$ cat config.mk
export PLATFORM = sky130hd
export DESIGN_NAME = timer2_capture_reload_counter
export DESIGN_NICKNAME = d
export VERILOG_FILES = /design/src/design/timer2_pkg.sv /design/src/design/falling_edge_detect.sv /design/src/design/periph_clock_divider.sv /design/src/design/timer2_capture_reload_counter.sv
export VERILOG_INCLUDE_DIRS = /design/src /design/src/design
export SDC_FILE = /design/constraint.sdc
export NUM_CORES = 1
export LEC_CHECK = 0
export BUFFER_PORTS_ARGS = -buffer_cell sky130_fd_sc_hd__buf_4
export CAP_MARGIN = 15
export CELL_PAD_IN_SITES_DETAIL_PLACEMENT = 0
export CELL_PAD_IN_SITES_GLOBAL_PLACEMENT = 1
export CORE_MARGIN = 3
export CORE_UTILIZATION = 35
export CTS_CLUSTER_DIAMETER = 30
export CTS_CLUSTER_SIZE = 12
export DETAILED_ROUTE_END_ITERATION = 7
export PLACE_DENSITY = 0.8
export SETUP_SLACK_MARGIN = 0.1
export SYNTH_ARGS = -nofsm -noshare
export SYNTH_HDL_FRONTEND = slang
export SYNTH_HIERARCHICAL = 1
export SYNTH_SLANG_ARGS = --single-unit
$ cat constraint.sdc
create_clock -name aclk -period 6.5 [get_ports aclk]
set_input_delay 0.975 -clock aclk [delete_from_list [all_inputs] [get_ports aclk]]
set_output_delay 0.975 -clock aclk [all_outputs]
set_load 0.01 [all_outputs]
$ cat src/design/timer2_consts.svh
`ifndef TIMER2_CONSTS_SVH
`define TIMER2_CONSTS_SVH

// register indexes; byte address is four times the index
`define T2_CONTROL_IDX      8'hC8
`define T2_MODE_IDX         8'hC9
`define T2_RCAP_LOW_IDX     8'hCA
`define T2_RCAP_HIGH_IDX    8'hCB
`define T2_COUNT_LOW_IDX    8'hCC
`define T2_COUNT_HIGH_IDX   8'hCD
`define T2_IRQ_ENABLE_IDX   8'hCE
`define T2_ADDR_OF(idx)     ({2'b00, (idx), 2'b00})

// control register fields
`define T2_OVERFLOW_FLAG_BIT  7
`define T2_EXT_FLAG_BIT       6
`define T2_RX_BAUD_SEL_BIT    5
`define T2_TX_BAUD_SEL_BIT    4
`define T2_EXT_ENABLE_BIT     3
`define T2_RUN_BIT            2
`define T2_CT_SELECT_BIT      1
`define T2_CAP_RELOAD_BIT     0

// mode register fields
`define T2_CLOCK_OUT_EN_BIT   1
`define T2_MODE_WRITE_MASK    8'h02

// interrupt enable register fields
`define T2_TIMER_IRQ_EN_BIT   0
`define T2_GLOBAL_IRQ_EN_BIT  1
`define T2_IRQ_EN_MASK        8'h03

// reset values
`define T2_CONTROL_RESET    8'h00
`define T2_MODE_RESET       8'h00
`define T2_BYTE_RESET       8'h00

// axi answers
`define T2_RESP_OKAY        2'b00
`define T2_RESP_SLVERR      2'b10

// peripheral clock: aclk divided by this count
`define T2_PCLK_DIVIDE      2
`define T2_PCLK_CNT_W       2
`define T2_COUNT_MAX        16'hFFFF

`endif

$ cat src/design/timer2_pkg.sv
package timer2_pkg;

  typedef enum logic [2:0] {
    SEL_CONTROL    = 3'b000,
    SEL_MODE       = 3'b001,
    SEL_RCAP_LOW   = 3'b010,
    SEL_RCAP_HIGH  = 3'b011,
    SEL_COUNT_LOW  = 3'b100,
    SEL_COUNT_HIGH = 3'b101,
    SEL_IRQ_ENABLE = 3'b110,
    SEL_NONE       = 3'b111
  } reg_sel_type;

  typedef enum logic [1:0] {
    MODE_CAPTURE   = 2'b00,
    MODE_RELOAD    = 2'b01,
    MODE_BAUD      = 2'b10,
    MODE_CLOCK_OUT = 2'b11
  } op_mode_type;

endpackage

$ cat src/design/falling_edge_detect.sv
`timescale 1ns/1ps
module falling_edge_detect (
  input  wire logic aclk,
  input  wire logic aresetn,
  input  wire logic level_in,
  output wire logic fall_pulse
);

  logic level_q;

  // resets high, so a pin held low at reset gives one fall pulse in the first cycle after reset
  always_ff @(posedge aclk) begin
    if (!aresetn) begin
      level_q <= 1'b1;
    end else begin
      level_q <= level_in;
    end
  end

  assign fall_pulse = level_q & ~level_in;

endmodule

$ cat src/design/periph_clock_divider.sv
`timescale 1ns/1ps
`include "timer2_consts.svh"
module periph_clock_divider (
  input  wire logic aclk,
  input  wire logic aresetn,
  output wire logic tick
);

  logic [`T2_PCLK_CNT_W-1:0] div_q;

  assign tick = (div_q == `T2_PCLK_CNT_W'(`T2_PCLK_DIVIDE - 1));

  always_ff @(posedge aclk) begin
    if (!aresetn) begin
      div_q <= '0;
    end else if (tick) begin
      div_q <= '0;
    end else begin
      div_q <= div_q + `T2_PCLK_CNT_W'(1);
    end
  end

endmodule

$ cat src/design/timer2_capture_reload_counter.sv
// Function
// - sixteen-bit up counter in two byte registers
// - select bit picks peripheral clock or pin falls
// - run bit gates counting, halt keeps count
// - overflow sets sticky flag bit 7
// - no overflow flag in baud or clock-out
// - enabled trigger fall sets flag bit 6
// - interrupt when flag set and both enabled
// - receive baud source select bit 5
// - transmit baud source select bit 4
// - trigger enable bit gates trigger edges
// - select bit picks reload or capture
// - baud selects force auto-reload mode
// - clock-out enable drives count pin only with internal clock (select bit 1 low)
// - low reload byte captures or supplies reload
// - control, mode, reload bytes reset zero
// - capture copies both bytes, counting continues
// - rollover outside capture mode reloads both counter bytes
// - baud mode rollover is uart strobe
// - clock-out toggles pin on each reload
//
// Design decision made here: the AXI4-Lite interface to the registers.
`timescale 1ns/1ps
`include "timer2_consts.svh"
module timer2_capture_reload_counter (
  input  wire logic        aclk,
  input  wire logic        aresetn,
  input  wire logic [11:0] awaddr,
  input  wire logic        awvalid,
  output logic             awready,
  input  wire logic [31:0] wdata,
  input  wire logic [3:0]  wstrb,
  input  wire logic        wvalid,
  output logic             wready,
  output logic [1:0]       bresp,
  output logic             bvalid,
  input  wire logic        bready,
  input  wire logic [11:0] araddr,
  input  wire logic        arvalid,
  output logic             arready,
  output logic [31:0]      rdata,
  output logic [1:0]       rresp,
  output logic             rvalid,
  input  wire logic        rready,
  input  wire logic        count_pin_in,
  output logic             count_pin_out,
  output logic             count_pin_oe_n,
  input  wire logic        trigger_pin_in,
  input  wire logic        timer1_overflow,
  output logic             rx_baud_strobe,
  output logic             tx_baud_strobe,
  output logic             overflow_strobe,
  output logic             timer_irq
);

  function automatic timer2_pkg::reg_sel_type decode(input logic [11:0] addr);
    case (addr)
      `T2_ADDR_OF(`T2_CONTROL_IDX):    decode = timer2_pkg::SEL_CONTROL;
      `T2_ADDR_OF(`T2_MODE_IDX):       decode = timer2_pkg::SEL_MODE;
      `T2_ADDR_OF(`T2_RCAP_LOW_IDX):   decode = timer2_pkg::SEL_RCAP_LOW;
      `T2_ADDR_OF(`T2_RCAP_HIGH_IDX):  decode = timer2_pkg::SEL_RCAP_HIGH;
      `T2_ADDR_OF(`T2_COUNT_LOW_IDX):  decode = timer2_pkg::SEL_COUNT_LOW;
      `T2_ADDR_OF(`T2_COUNT_HIGH_IDX): decode = timer2_pkg::SEL_COUNT_HIGH;
      `T2_ADDR_OF(`T2_IRQ_ENABLE_IDX): decode = timer2_pkg::SEL_IRQ_ENABLE;
      default:                         decode = timer2_pkg::SEL_NONE;
    endcase
  endfunction

  logic [7:0]  control_q;
  logic [7:0]  mode_q;
  logic [7:0]  irq_enable_q;
  logic [7:0]  rcap_low_q;
  logic [7:0]  rcap_high_q;
  logic [7:0]  count_low_byte_q;
  logic [7:0]  count_high_byte_q;
  logic        aw_hold_q;
  logic [11:0] aw_addr_q;
  logic        w_hold_q;
  logic [7:0]  w_data_q;
  logic        w_strb_q;
  logic        awready_q;
  logic        wready_q;
  logic        bvalid_q;
  logic [1:0]  bresp_q;
  logic        arready_q;
  logic        rvalid_q;
  logic [31:0] rdata_q;
  logic [1:0]  rresp_q;
  logic        count_pin_out_q;
  logic        count_pin_oe_n_q;
  logic        rx_baud_strobe_q;
  logic        tx_baud_strobe_q;
  logic        overflow_strobe_q;
  logic        timer_irq_q;
  logic                    pclk_tick;
  logic                    count_fall;
  logic                    trigger_fall;
  logic [15:0]             count_now;
  logic [15:0]             count_next;
  logic                    baud_mode;
  logic                    clock_out_mode;
  timer2_pkg::op_mode_type op_mode;
  logic                    count_tick;
  logic                    rollover;
  logic                    trigger_event;
  logic                    reload_now;
  logic                    capture_now;
  logic                    overflow_set;
  logic                    wr_go;
  logic                    wr_en;
  timer2_pkg::reg_sel_type wr_sel;
  timer2_pkg::reg_sel_type rd_sel;
  logic [7:0]              rd_byte;

  periph_clock_divider u_pclk (
    .aclk    (aclk),
    .aresetn (aresetn),
    .tick    (pclk_tick)
  );
  falling_edge_detect u_count_edge (
    .aclk       (aclk),
    .aresetn    (aresetn),
    .level_in   (count_pin_in),
    .fall_pulse (count_fall)
  );
  falling_edge_detect u_trigger_edge (
    .aclk       (aclk),
    .aresetn    (aresetn),
    .level_in   (trigger_pin_in),
    .fall_pulse (trigger_fall)
  );

  assign {awready, wready, bvalid, bresp, arready, rvalid, rdata, rresp} =
         {awready_q, wready_q, bvalid_q, bresp_q, arready_q, rvalid_q, rdata_q, rresp_q};
  assign {count_pin_out, count_pin_oe_n, rx_baud_strobe, tx_baud_strobe, overflow_strobe,
          timer_irq} = {count_pin_out_q, count_pin_oe_n_q, rx_baud_strobe_q,
                        tx_baud_strobe_q, overflow_strobe_q, timer_irq_q};

  // operating mode
  assign count_now  = {count_high_byte_q, count_low_byte_q};
  assign count_next = count_now + 16'h0001;
  assign baud_mode  = control_q[`T2_RX_BAUD_SEL_BIT] | control_q[`T2_TX_BAUD_SEL_BIT];
  // clock-out only with the internal clock; a high select bit 1 turns it off
  assign clock_out_mode = mode_q[`T2_CLOCK_OUT_EN_BIT] & ~control_q[`T2_CT_SELECT_BIT];

  always_comb begin
    if (baud_mode) begin
      op_mode = timer2_pkg::MODE_BAUD;
    end else if (clock_out_mode) begin
      op_mode = timer2_pkg::MODE_CLOCK_OUT;
    end else if (control_q[`T2_CAP_RELOAD_BIT]) begin
      op_mode = timer2_pkg::MODE_CAPTURE;
    end else begin
      op_mode = timer2_pkg::MODE_RELOAD;
    end
  end

  // counting events
  assign count_tick = control_q[`T2_RUN_BIT] &
                      (control_q[`T2_CT_SELECT_BIT] ? count_fall : pclk_tick);
  assign rollover      = count_tick & (count_now == `T2_COUNT_MAX);
  assign trigger_event = control_q[`T2_EXT_ENABLE_BIT] & trigger_fall;

  // capture mode just wraps to zero; every other mode reloads
  assign reload_now  = (rollover & (op_mode != timer2_pkg::MODE_CAPTURE)) |
                       (trigger_event & (op_mode == timer2_pkg::MODE_RELOAD));
  assign capture_now = trigger_event & (op_mode == timer2_pkg::MODE_CAPTURE);
  assign overflow_set = rollover & ((op_mode == timer2_pkg::MODE_CAPTURE) |
                                    (op_mode == timer2_pkg::MODE_RELOAD));

  // register write port
  assign wr_go  = aw_hold_q & w_hold_q & ~bvalid_q;
  assign wr_sel = decode(aw_addr_q);
  assign wr_en  = wr_go & w_strb_q;
  assign rd_sel = decode(araddr);

  always_ff @(posedge aclk) begin
    if (!aresetn) begin
      aw_hold_q <= 1'b0;
      aw_addr_q <= 12'h000;
      awready_q <= 1'b0;
    end else if (awvalid && awready_q) begin
      aw_hold_q <= 1'b1;
      aw_addr_q <= awaddr;
      awready_q <= 1'b0;
    end else if (wr_go) begin
      aw_hold_q <= 1'b0;
    end else if (!aw_hold_q && !bvalid_q) begin
      awready_q <= 1'b1;
    end
  end

  always_ff @(posedge aclk) begin
    if (!aresetn) begin
      w_hold_q <= 1'b0;
      w_data_q <= 8'h00;
      w_strb_q <= 1'b0;
      wready_q <= 1'b0;
    end else if (wvalid && wready_q) begin
      w_hold_q <= 1'b1;
      w_data_q <= wdata[7:0];
      w_strb_q <= wstrb[0];
      wready_q <= 1'b0;
    end else if (wr_go) begin
      w_hold_q <= 1'b0;
    end else if (!w_hold_q && !bvalid_q) begin
      wready_q <= 1'b1;
    end
  end

  always_ff @(posedge aclk) begin
    if (!aresetn) begin
      bvalid_q <= 1'b0;
      bresp_q  <= `T2_RESP_OKAY;
    end else if (wr_go) begin
      bvalid_q <= 1'b1;
      bresp_q  <= (wr_sel == timer2_pkg::SEL_NONE) ? `T2_RESP_SLVERR : `T2_RESP_OKAY;
    end else if (bvalid_q && bready) begin
      bvalid_q <= 1'b0;
    end
  end

  // register read port
  always_comb begin
    case (rd_sel)
      timer2_pkg::SEL_CONTROL:    rd_byte = control_q;
      timer2_pkg::SEL_MODE:       rd_byte = mode_q & `T2_MODE_WRITE_MASK;
      timer2_pkg::SEL_RCAP_LOW:   rd_byte = rcap_low_q;
      timer2_pkg::SEL_RCAP_HIGH:  rd_byte = rcap_high_q;
      timer2_pkg::SEL_COUNT_LOW:  rd_byte = count_low_byte_q;
      timer2_pkg::SEL_COUNT_HIGH: rd_byte = count_high_byte_q;
      timer2_pkg::SEL_IRQ_ENABLE: rd_byte = irq_enable_q;
      default:                    rd_byte = 8'h00;
    endcase
  end

  always_ff @(posedge aclk) begin
    if (!aresetn) begin
      arready_q <= 1'b0;
      rvalid_q  <= 1'b0;
      rdata_q   <= 32'h00000000;
      rresp_q   <= `T2_RESP_OKAY;
    end else if (arvalid && arready_q) begin
      arready_q <= 1'b0;
      rvalid_q  <= 1'b1;
      rdata_q   <= {24'h000000, rd_byte};
      rresp_q   <= (rd_sel == timer2_pkg::SEL_NONE) ? `T2_RESP_SLVERR : `T2_RESP_OKAY;
    end else if (rvalid_q && rready) begin
      rvalid_q  <= 1'b0;
      arready_q <= 1'b1;
    end else if (!rvalid_q) begin
      arready_q <= 1'b1;
    end
  end

  // control register; a software write overrides a same-cycle flag set
  always_ff @(posedge aclk) begin
    if (!aresetn) begin
      control_q <= `T2_CONTROL_RESET;
    end else if (wr_en && wr_sel == timer2_pkg::SEL_CONTROL) begin
      control_q <= w_data_q;
    end else begin
      if (overflow_set) begin
        control_q[`T2_OVERFLOW_FLAG_BIT] <= 1'b1;
      end
      if (trigger_event) begin
        control_q[`T2_EXT_FLAG_BIT] <= 1'b1;
      end
    end
  end

  always_ff @(posedge aclk) begin
    if (!aresetn) begin
      mode_q <= `T2_MODE_RESET;
    end else if (wr_en && wr_sel == timer2_pkg::SEL_MODE) begin
      mode_q <= w_data_q & `T2_MODE_WRITE_MASK;
    end
  end

  always_ff @(posedge aclk) begin
    if (!aresetn) begin
      irq_enable_q <= `T2_BYTE_RESET;
    end else if (wr_en && wr_sel == timer2_pkg::SEL_IRQ_ENABLE) begin
      irq_enable_q <= w_data_q & `T2_IRQ_EN_MASK;
    end
  end

  // reload/capture pair
  always_ff @(posedge aclk) begin
    if (!aresetn) begin
      rcap_low_q <= `T2_BYTE_RESET;
    end else if (wr_en && wr_sel == timer2_pkg::SEL_RCAP_LOW) begin
      rcap_low_q <= w_data_q;
    end else if (capture_now) begin
      rcap_low_q <= count_now[7:0];
    end
  end

  always_ff @(posedge aclk) begin
    if (!aresetn) begin
      rcap_high_q <= `T2_BYTE_RESET;
    end else if (wr_en && wr_sel == timer2_pkg::SEL_RCAP_HIGH) begin
      rcap_high_q <= w_data_q;
    end else if (capture_now) begin
      rcap_high_q <= count_now[15:8];
    end
  end

  // counter bytes; writing while running is allowed but racy for software
  always_ff @(posedge aclk) begin
    if (!aresetn) begin
      count_low_byte_q <= `T2_BYTE_RESET;
    end else if (wr_en && wr_sel == timer2_pkg::SEL_COUNT_LOW) begin
      count_low_byte_q <= w_data_q;
    end else if (reload_now) begin
      count_low_byte_q <= rcap_low_q;
    end else if (count_tick) begin
      count_low_byte_q <= count_next[7:0];
    end
  end

  always_ff @(posedge aclk) begin
    if (!aresetn) begin
      count_high_byte_q <= `T2_BYTE_RESET;
    end else if (wr_en && wr_sel == timer2_pkg::SEL_COUNT_HIGH) begin
      count_high_byte_q <= w_data_q;
    end else if (reload_now) begin
      count_high_byte_q <= rcap_high_q;
    end else if (count_tick) begin
      count_high_byte_q <= count_next[15:8];
    end
  end

  // side outputs; a selected baud source passes each rollover as the uart strobe
  always_ff @(posedge aclk) begin
    if (!aresetn) begin
      rx_baud_strobe_q  <= 1'b0;
      tx_baud_strobe_q  <= 1'b0;
      overflow_strobe_q <= 1'b0;
      timer_irq_q       <= 1'b0;
    end else begin
      rx_baud_strobe_q  <= control_q[`T2_RX_BAUD_SEL_BIT] ? rollover : timer1_overflow;
      tx_baud_strobe_q  <= control_q[`T2_TX_BAUD_SEL_BIT] ? rollover : timer1_overflow;
      overflow_strobe_q <= rollover;
      timer_irq_q       <= (control_q[`T2_OVERFLOW_FLAG_BIT] | control_q[`T2_EXT_FLAG_BIT]) &
                           irq_enable_q[`T2_TIMER_IRQ_EN_BIT] &
                           irq_enable_q[`T2_GLOBAL_IRQ_EN_BIT];
    end
  end

  // clock-out: toggling once per reload gives an even duty cycle
  always_ff @(posedge aclk) begin
    if (!aresetn) begin
      count_pin_out_q  <= 1'b0;
      count_pin_oe_n_q <= 1'b1;
    end else begin
      count_pin_oe_n_q <= ~clock_out_mode;
      if (!clock_out_mode) begin
        count_pin_out_q <= 1'b0;
      end else if (rollover) begin
        count_pin_out_q <= ~count_pin_out_q;
      end
    end
  end

endmodule

==> summary.md <==
| Metric | Value |
|---|---|
| P&R area growth vs syn | 17.6% |
| Top Ports | 117 |
| Detailed-route DRC error count | 0 |
| Cell family with the largest share of critical-path delay | simple AND/OR/NAND/NOR gates |
| GRT Residual Overflow | 0 |
| Root cell of the clock tree | clkbuf_16 |
| Final setup violating endpoints | 0 |
| Slew at the pin closest to its max-slew limit | around 1 ns |
| Total negative slack for setup checks | 0 ns |
| Synth cell types | 53 |
| Area of the die | around 14000 µm² |
| Initial Util | 36.7% |
| Worst slew slack as a fraction of its limit | about a third |
| Power per Cell Area | 225 nW/µm² |
| Ratio of cells with drive above 1 in the final layout | 17.5% |
| Synthesized area divided by synthesized cell count | about 8.5 µm² |
| Leakage component of the power | 2.18 nW |
| Avg WL per Cell | 15.3 µm |
| Time the worst path needs with I/O delays and setup | 2.78 ns |
| Number of cells on the critical path | 9 |
| Gp weighted congestion | just over 0.8 |
| Cell area after synthesis | 4520 µm² |
| Final HPWL DP | 8360 µm |
| Critical setup path kind | in -> reg |
| Site Rows | 40 |
| Clock buffer depth | 2 |
| Number of hold buffers added after cts | 0 |
| Total detailed-routing wirelength | 11600 µm |
| Global-route wire length before repair | 18800 µm |
| Final worst path period share | 42.7% |
| Outcome | completed |
| DIE HEIGHT | 120 µm |
| Initial DRC count | approximately 180 |
| #FFs+latches synth | 91 |
| Required time of the critical path | 6.75 ns |
| Hold path depth | 1 |
| Post-place setup slack | around 3.3 ns |
| Number of iterations in the first detailed-routing pass | 4 |
| Core Box Area | around 12000 µm² |
| Clock transition at path regs | 0.06 ns |
| Critical-path cell list | buf_4 -> nor2b_1 -> mux2i_1 -> nand2b_1 -> nor4_2 -> o21ai_1 -> buf_4 -> and4_2 -> nor4_1 |
| Flip-flop cell with the highest count after synthesis | dfxtp_1 |
| TritonCTS clock tree | yes |
| Layout net count | between 600 and 700 |
| Later-pin clock latency in the skew report | 0.35 ns |
| Cells after synthesis | 531 |
| Die W | approximately 120 µm |
| Number of nets still failing antenna checks after routing | 0 |
| Yosys synthesis warning count | 6 |
| Buffers and inverters on the worst path | 2 |
| Number of max-slew violations in the final report | 0 |
| Pin count of the biggest net entering global routing | 64 |
| Share of synthesized flip-flops with an asynchronous set or reset | 0% |
| Library cell appearing most often on the critical path | buf_4 |
| Share of the yosys chip area belonging to registers | 40.3% |
| Commonest non-fill, non-tap cells in the layout | dfxtp_1 (91), nand2_1 (81), buf_4 (67) |
| Slowest Stage Delay on Critical Path | roughly 0.60 ns |
| Clock sinks | 91 |
| Peak Freq | 360 MHz |
| Number of enable flip-flop cells after synthesis | 0 |
| Total vias in the final route | 3887 |
| Drt via density | 5.15 |
| Antenna violations before repair | 0 |
| Most common cell after layout, fill and taps aside | dfxtp_1 |
| Worst-case clock skew | 0.00621 ns |
| Hold violation count in the final report | 0 |
| Final core occ | 43.2% |
| Worst hold slack across all endpoints | 0.447 ns |
| Number of antenna cells inserted | 0 |
| Max VDD drop | about 0.11 mV |
| Worst-case reg-to-reg path depth | 7 |
| Setup fix buffers added after clock tree synthesis | 0 |
| Count of maximum capacitance violations | 0 |
| Slowest library cell on the worst path | nor4_2 |
| Worst setup margin | 3.72 ns |
| IO Port Bufs | 63 |
| Total routing usage reported by global routing | 16.4% |
| Crit path capture type | flop |
| Hold/Removal Path Class | reg -> reg |
| Total power | 0.00120 W |
| # H-tree levels | 3 |
| CP Max Fanout | 24 |
| Sort of element at the start of the critical path | input pin |
| Post-CTS sizing | 0 |
| Data arrival time of the critical path | roughly 3.0 ns |
| Number of buffers added by the clock tree synthesis step | 9 |
| Setup repair after global routing missed its margin | no |
| Via count of the first global-routing pass | around 3800 |
sequential cells by signal, indices dropped and copies added, names as in the netlist, 8 cells and up:
signal	count
rcap_high_q	8
rcap_low_q	8
count_high_byte_q	8
aw_addr_q	12
rdata	8
control_q	8
w_data_q	8
count_low_byte_q	8
cells in the mapped netlist, drive strengths merged, types with 12 or more instances:
master,n,share of area (%)
dfxtp,91,40
nand2,82,6.9
mux2i,45,10
nor2,41,3.4
a21oi,33,3.7
buf,33,5.2
o21ai,23,2.5
clkbuf,19,1.6
a211oi,16,2.7
nand3,14,1.6
a22oi,12,2.0
logic make-up after synthesis:
family          Yosys count  synth area share (%)
fa+ha+maj                 2                 0.554
compound gates          104                  14.1
other cells               1                0.0830
buf+inv                  63                  7.70
mux                      46                  10.5
flops                    91                  40.3
xor+xnor                 16                  3.10
simple gates            208                  23.7
area by class of cell:
class	count	area, µm²
clock buffer	10	239
clock inverter	6	55.1
fill	1271	7000
inverter	11	41.3
multi-input combinational	402	2440
sequential	91	1820
tap	168	210
timing repair buffer	67	503
final timing paths:
path / end / slack [ns] / from
hold reg to reg: u_pclk/div_q[0] / 0.45 / u_pclk/div_q[0]
setup / recovery: count_high_byte_q[6] / 3.72 / count_pin_in
hold / removal: u_pclk/div_q[0] / 0.45 / u_pclk/div_q[0]
setup reg to reg: count_high_byte_q[6] / 3.87 / count_low_byte_q[3]
per-layer routing:
| metal | GRT usage, % | part of all wire (%) | vias to the layer above |
|---|---|---|---|
| met5 | 0 | 0 | - |
| li1 | - | - | 1922 |
| met3 | 4.76 | 7.2 | 20 |
| met1 | 20.7 | 45 | 1812 |
| met4 | 5.44 | 1.7 | 0 |
| met2 | 26.9 | 46 | 133 |
per-stage QoR:
step                      cell area, µm²  instances
final                               5310        755
after CTS                           5310        755
after detailed placement            5020        739
after global routing                5310        755
after floorplan                     4610        556
after global placement              5020        739
power breakdown:
group / total [W] / internal, W / switching (W)
clock network: 0.000522 / 0.000305 / 0.000217
logic: 0.0000867 / 0.0000379 / 0.0000488
registers: 0.000587 / 0.000572 / 0.0000151
total: 0.00120 / 0.000914 / 0.000281
Power figures use the tool's default switching activity.
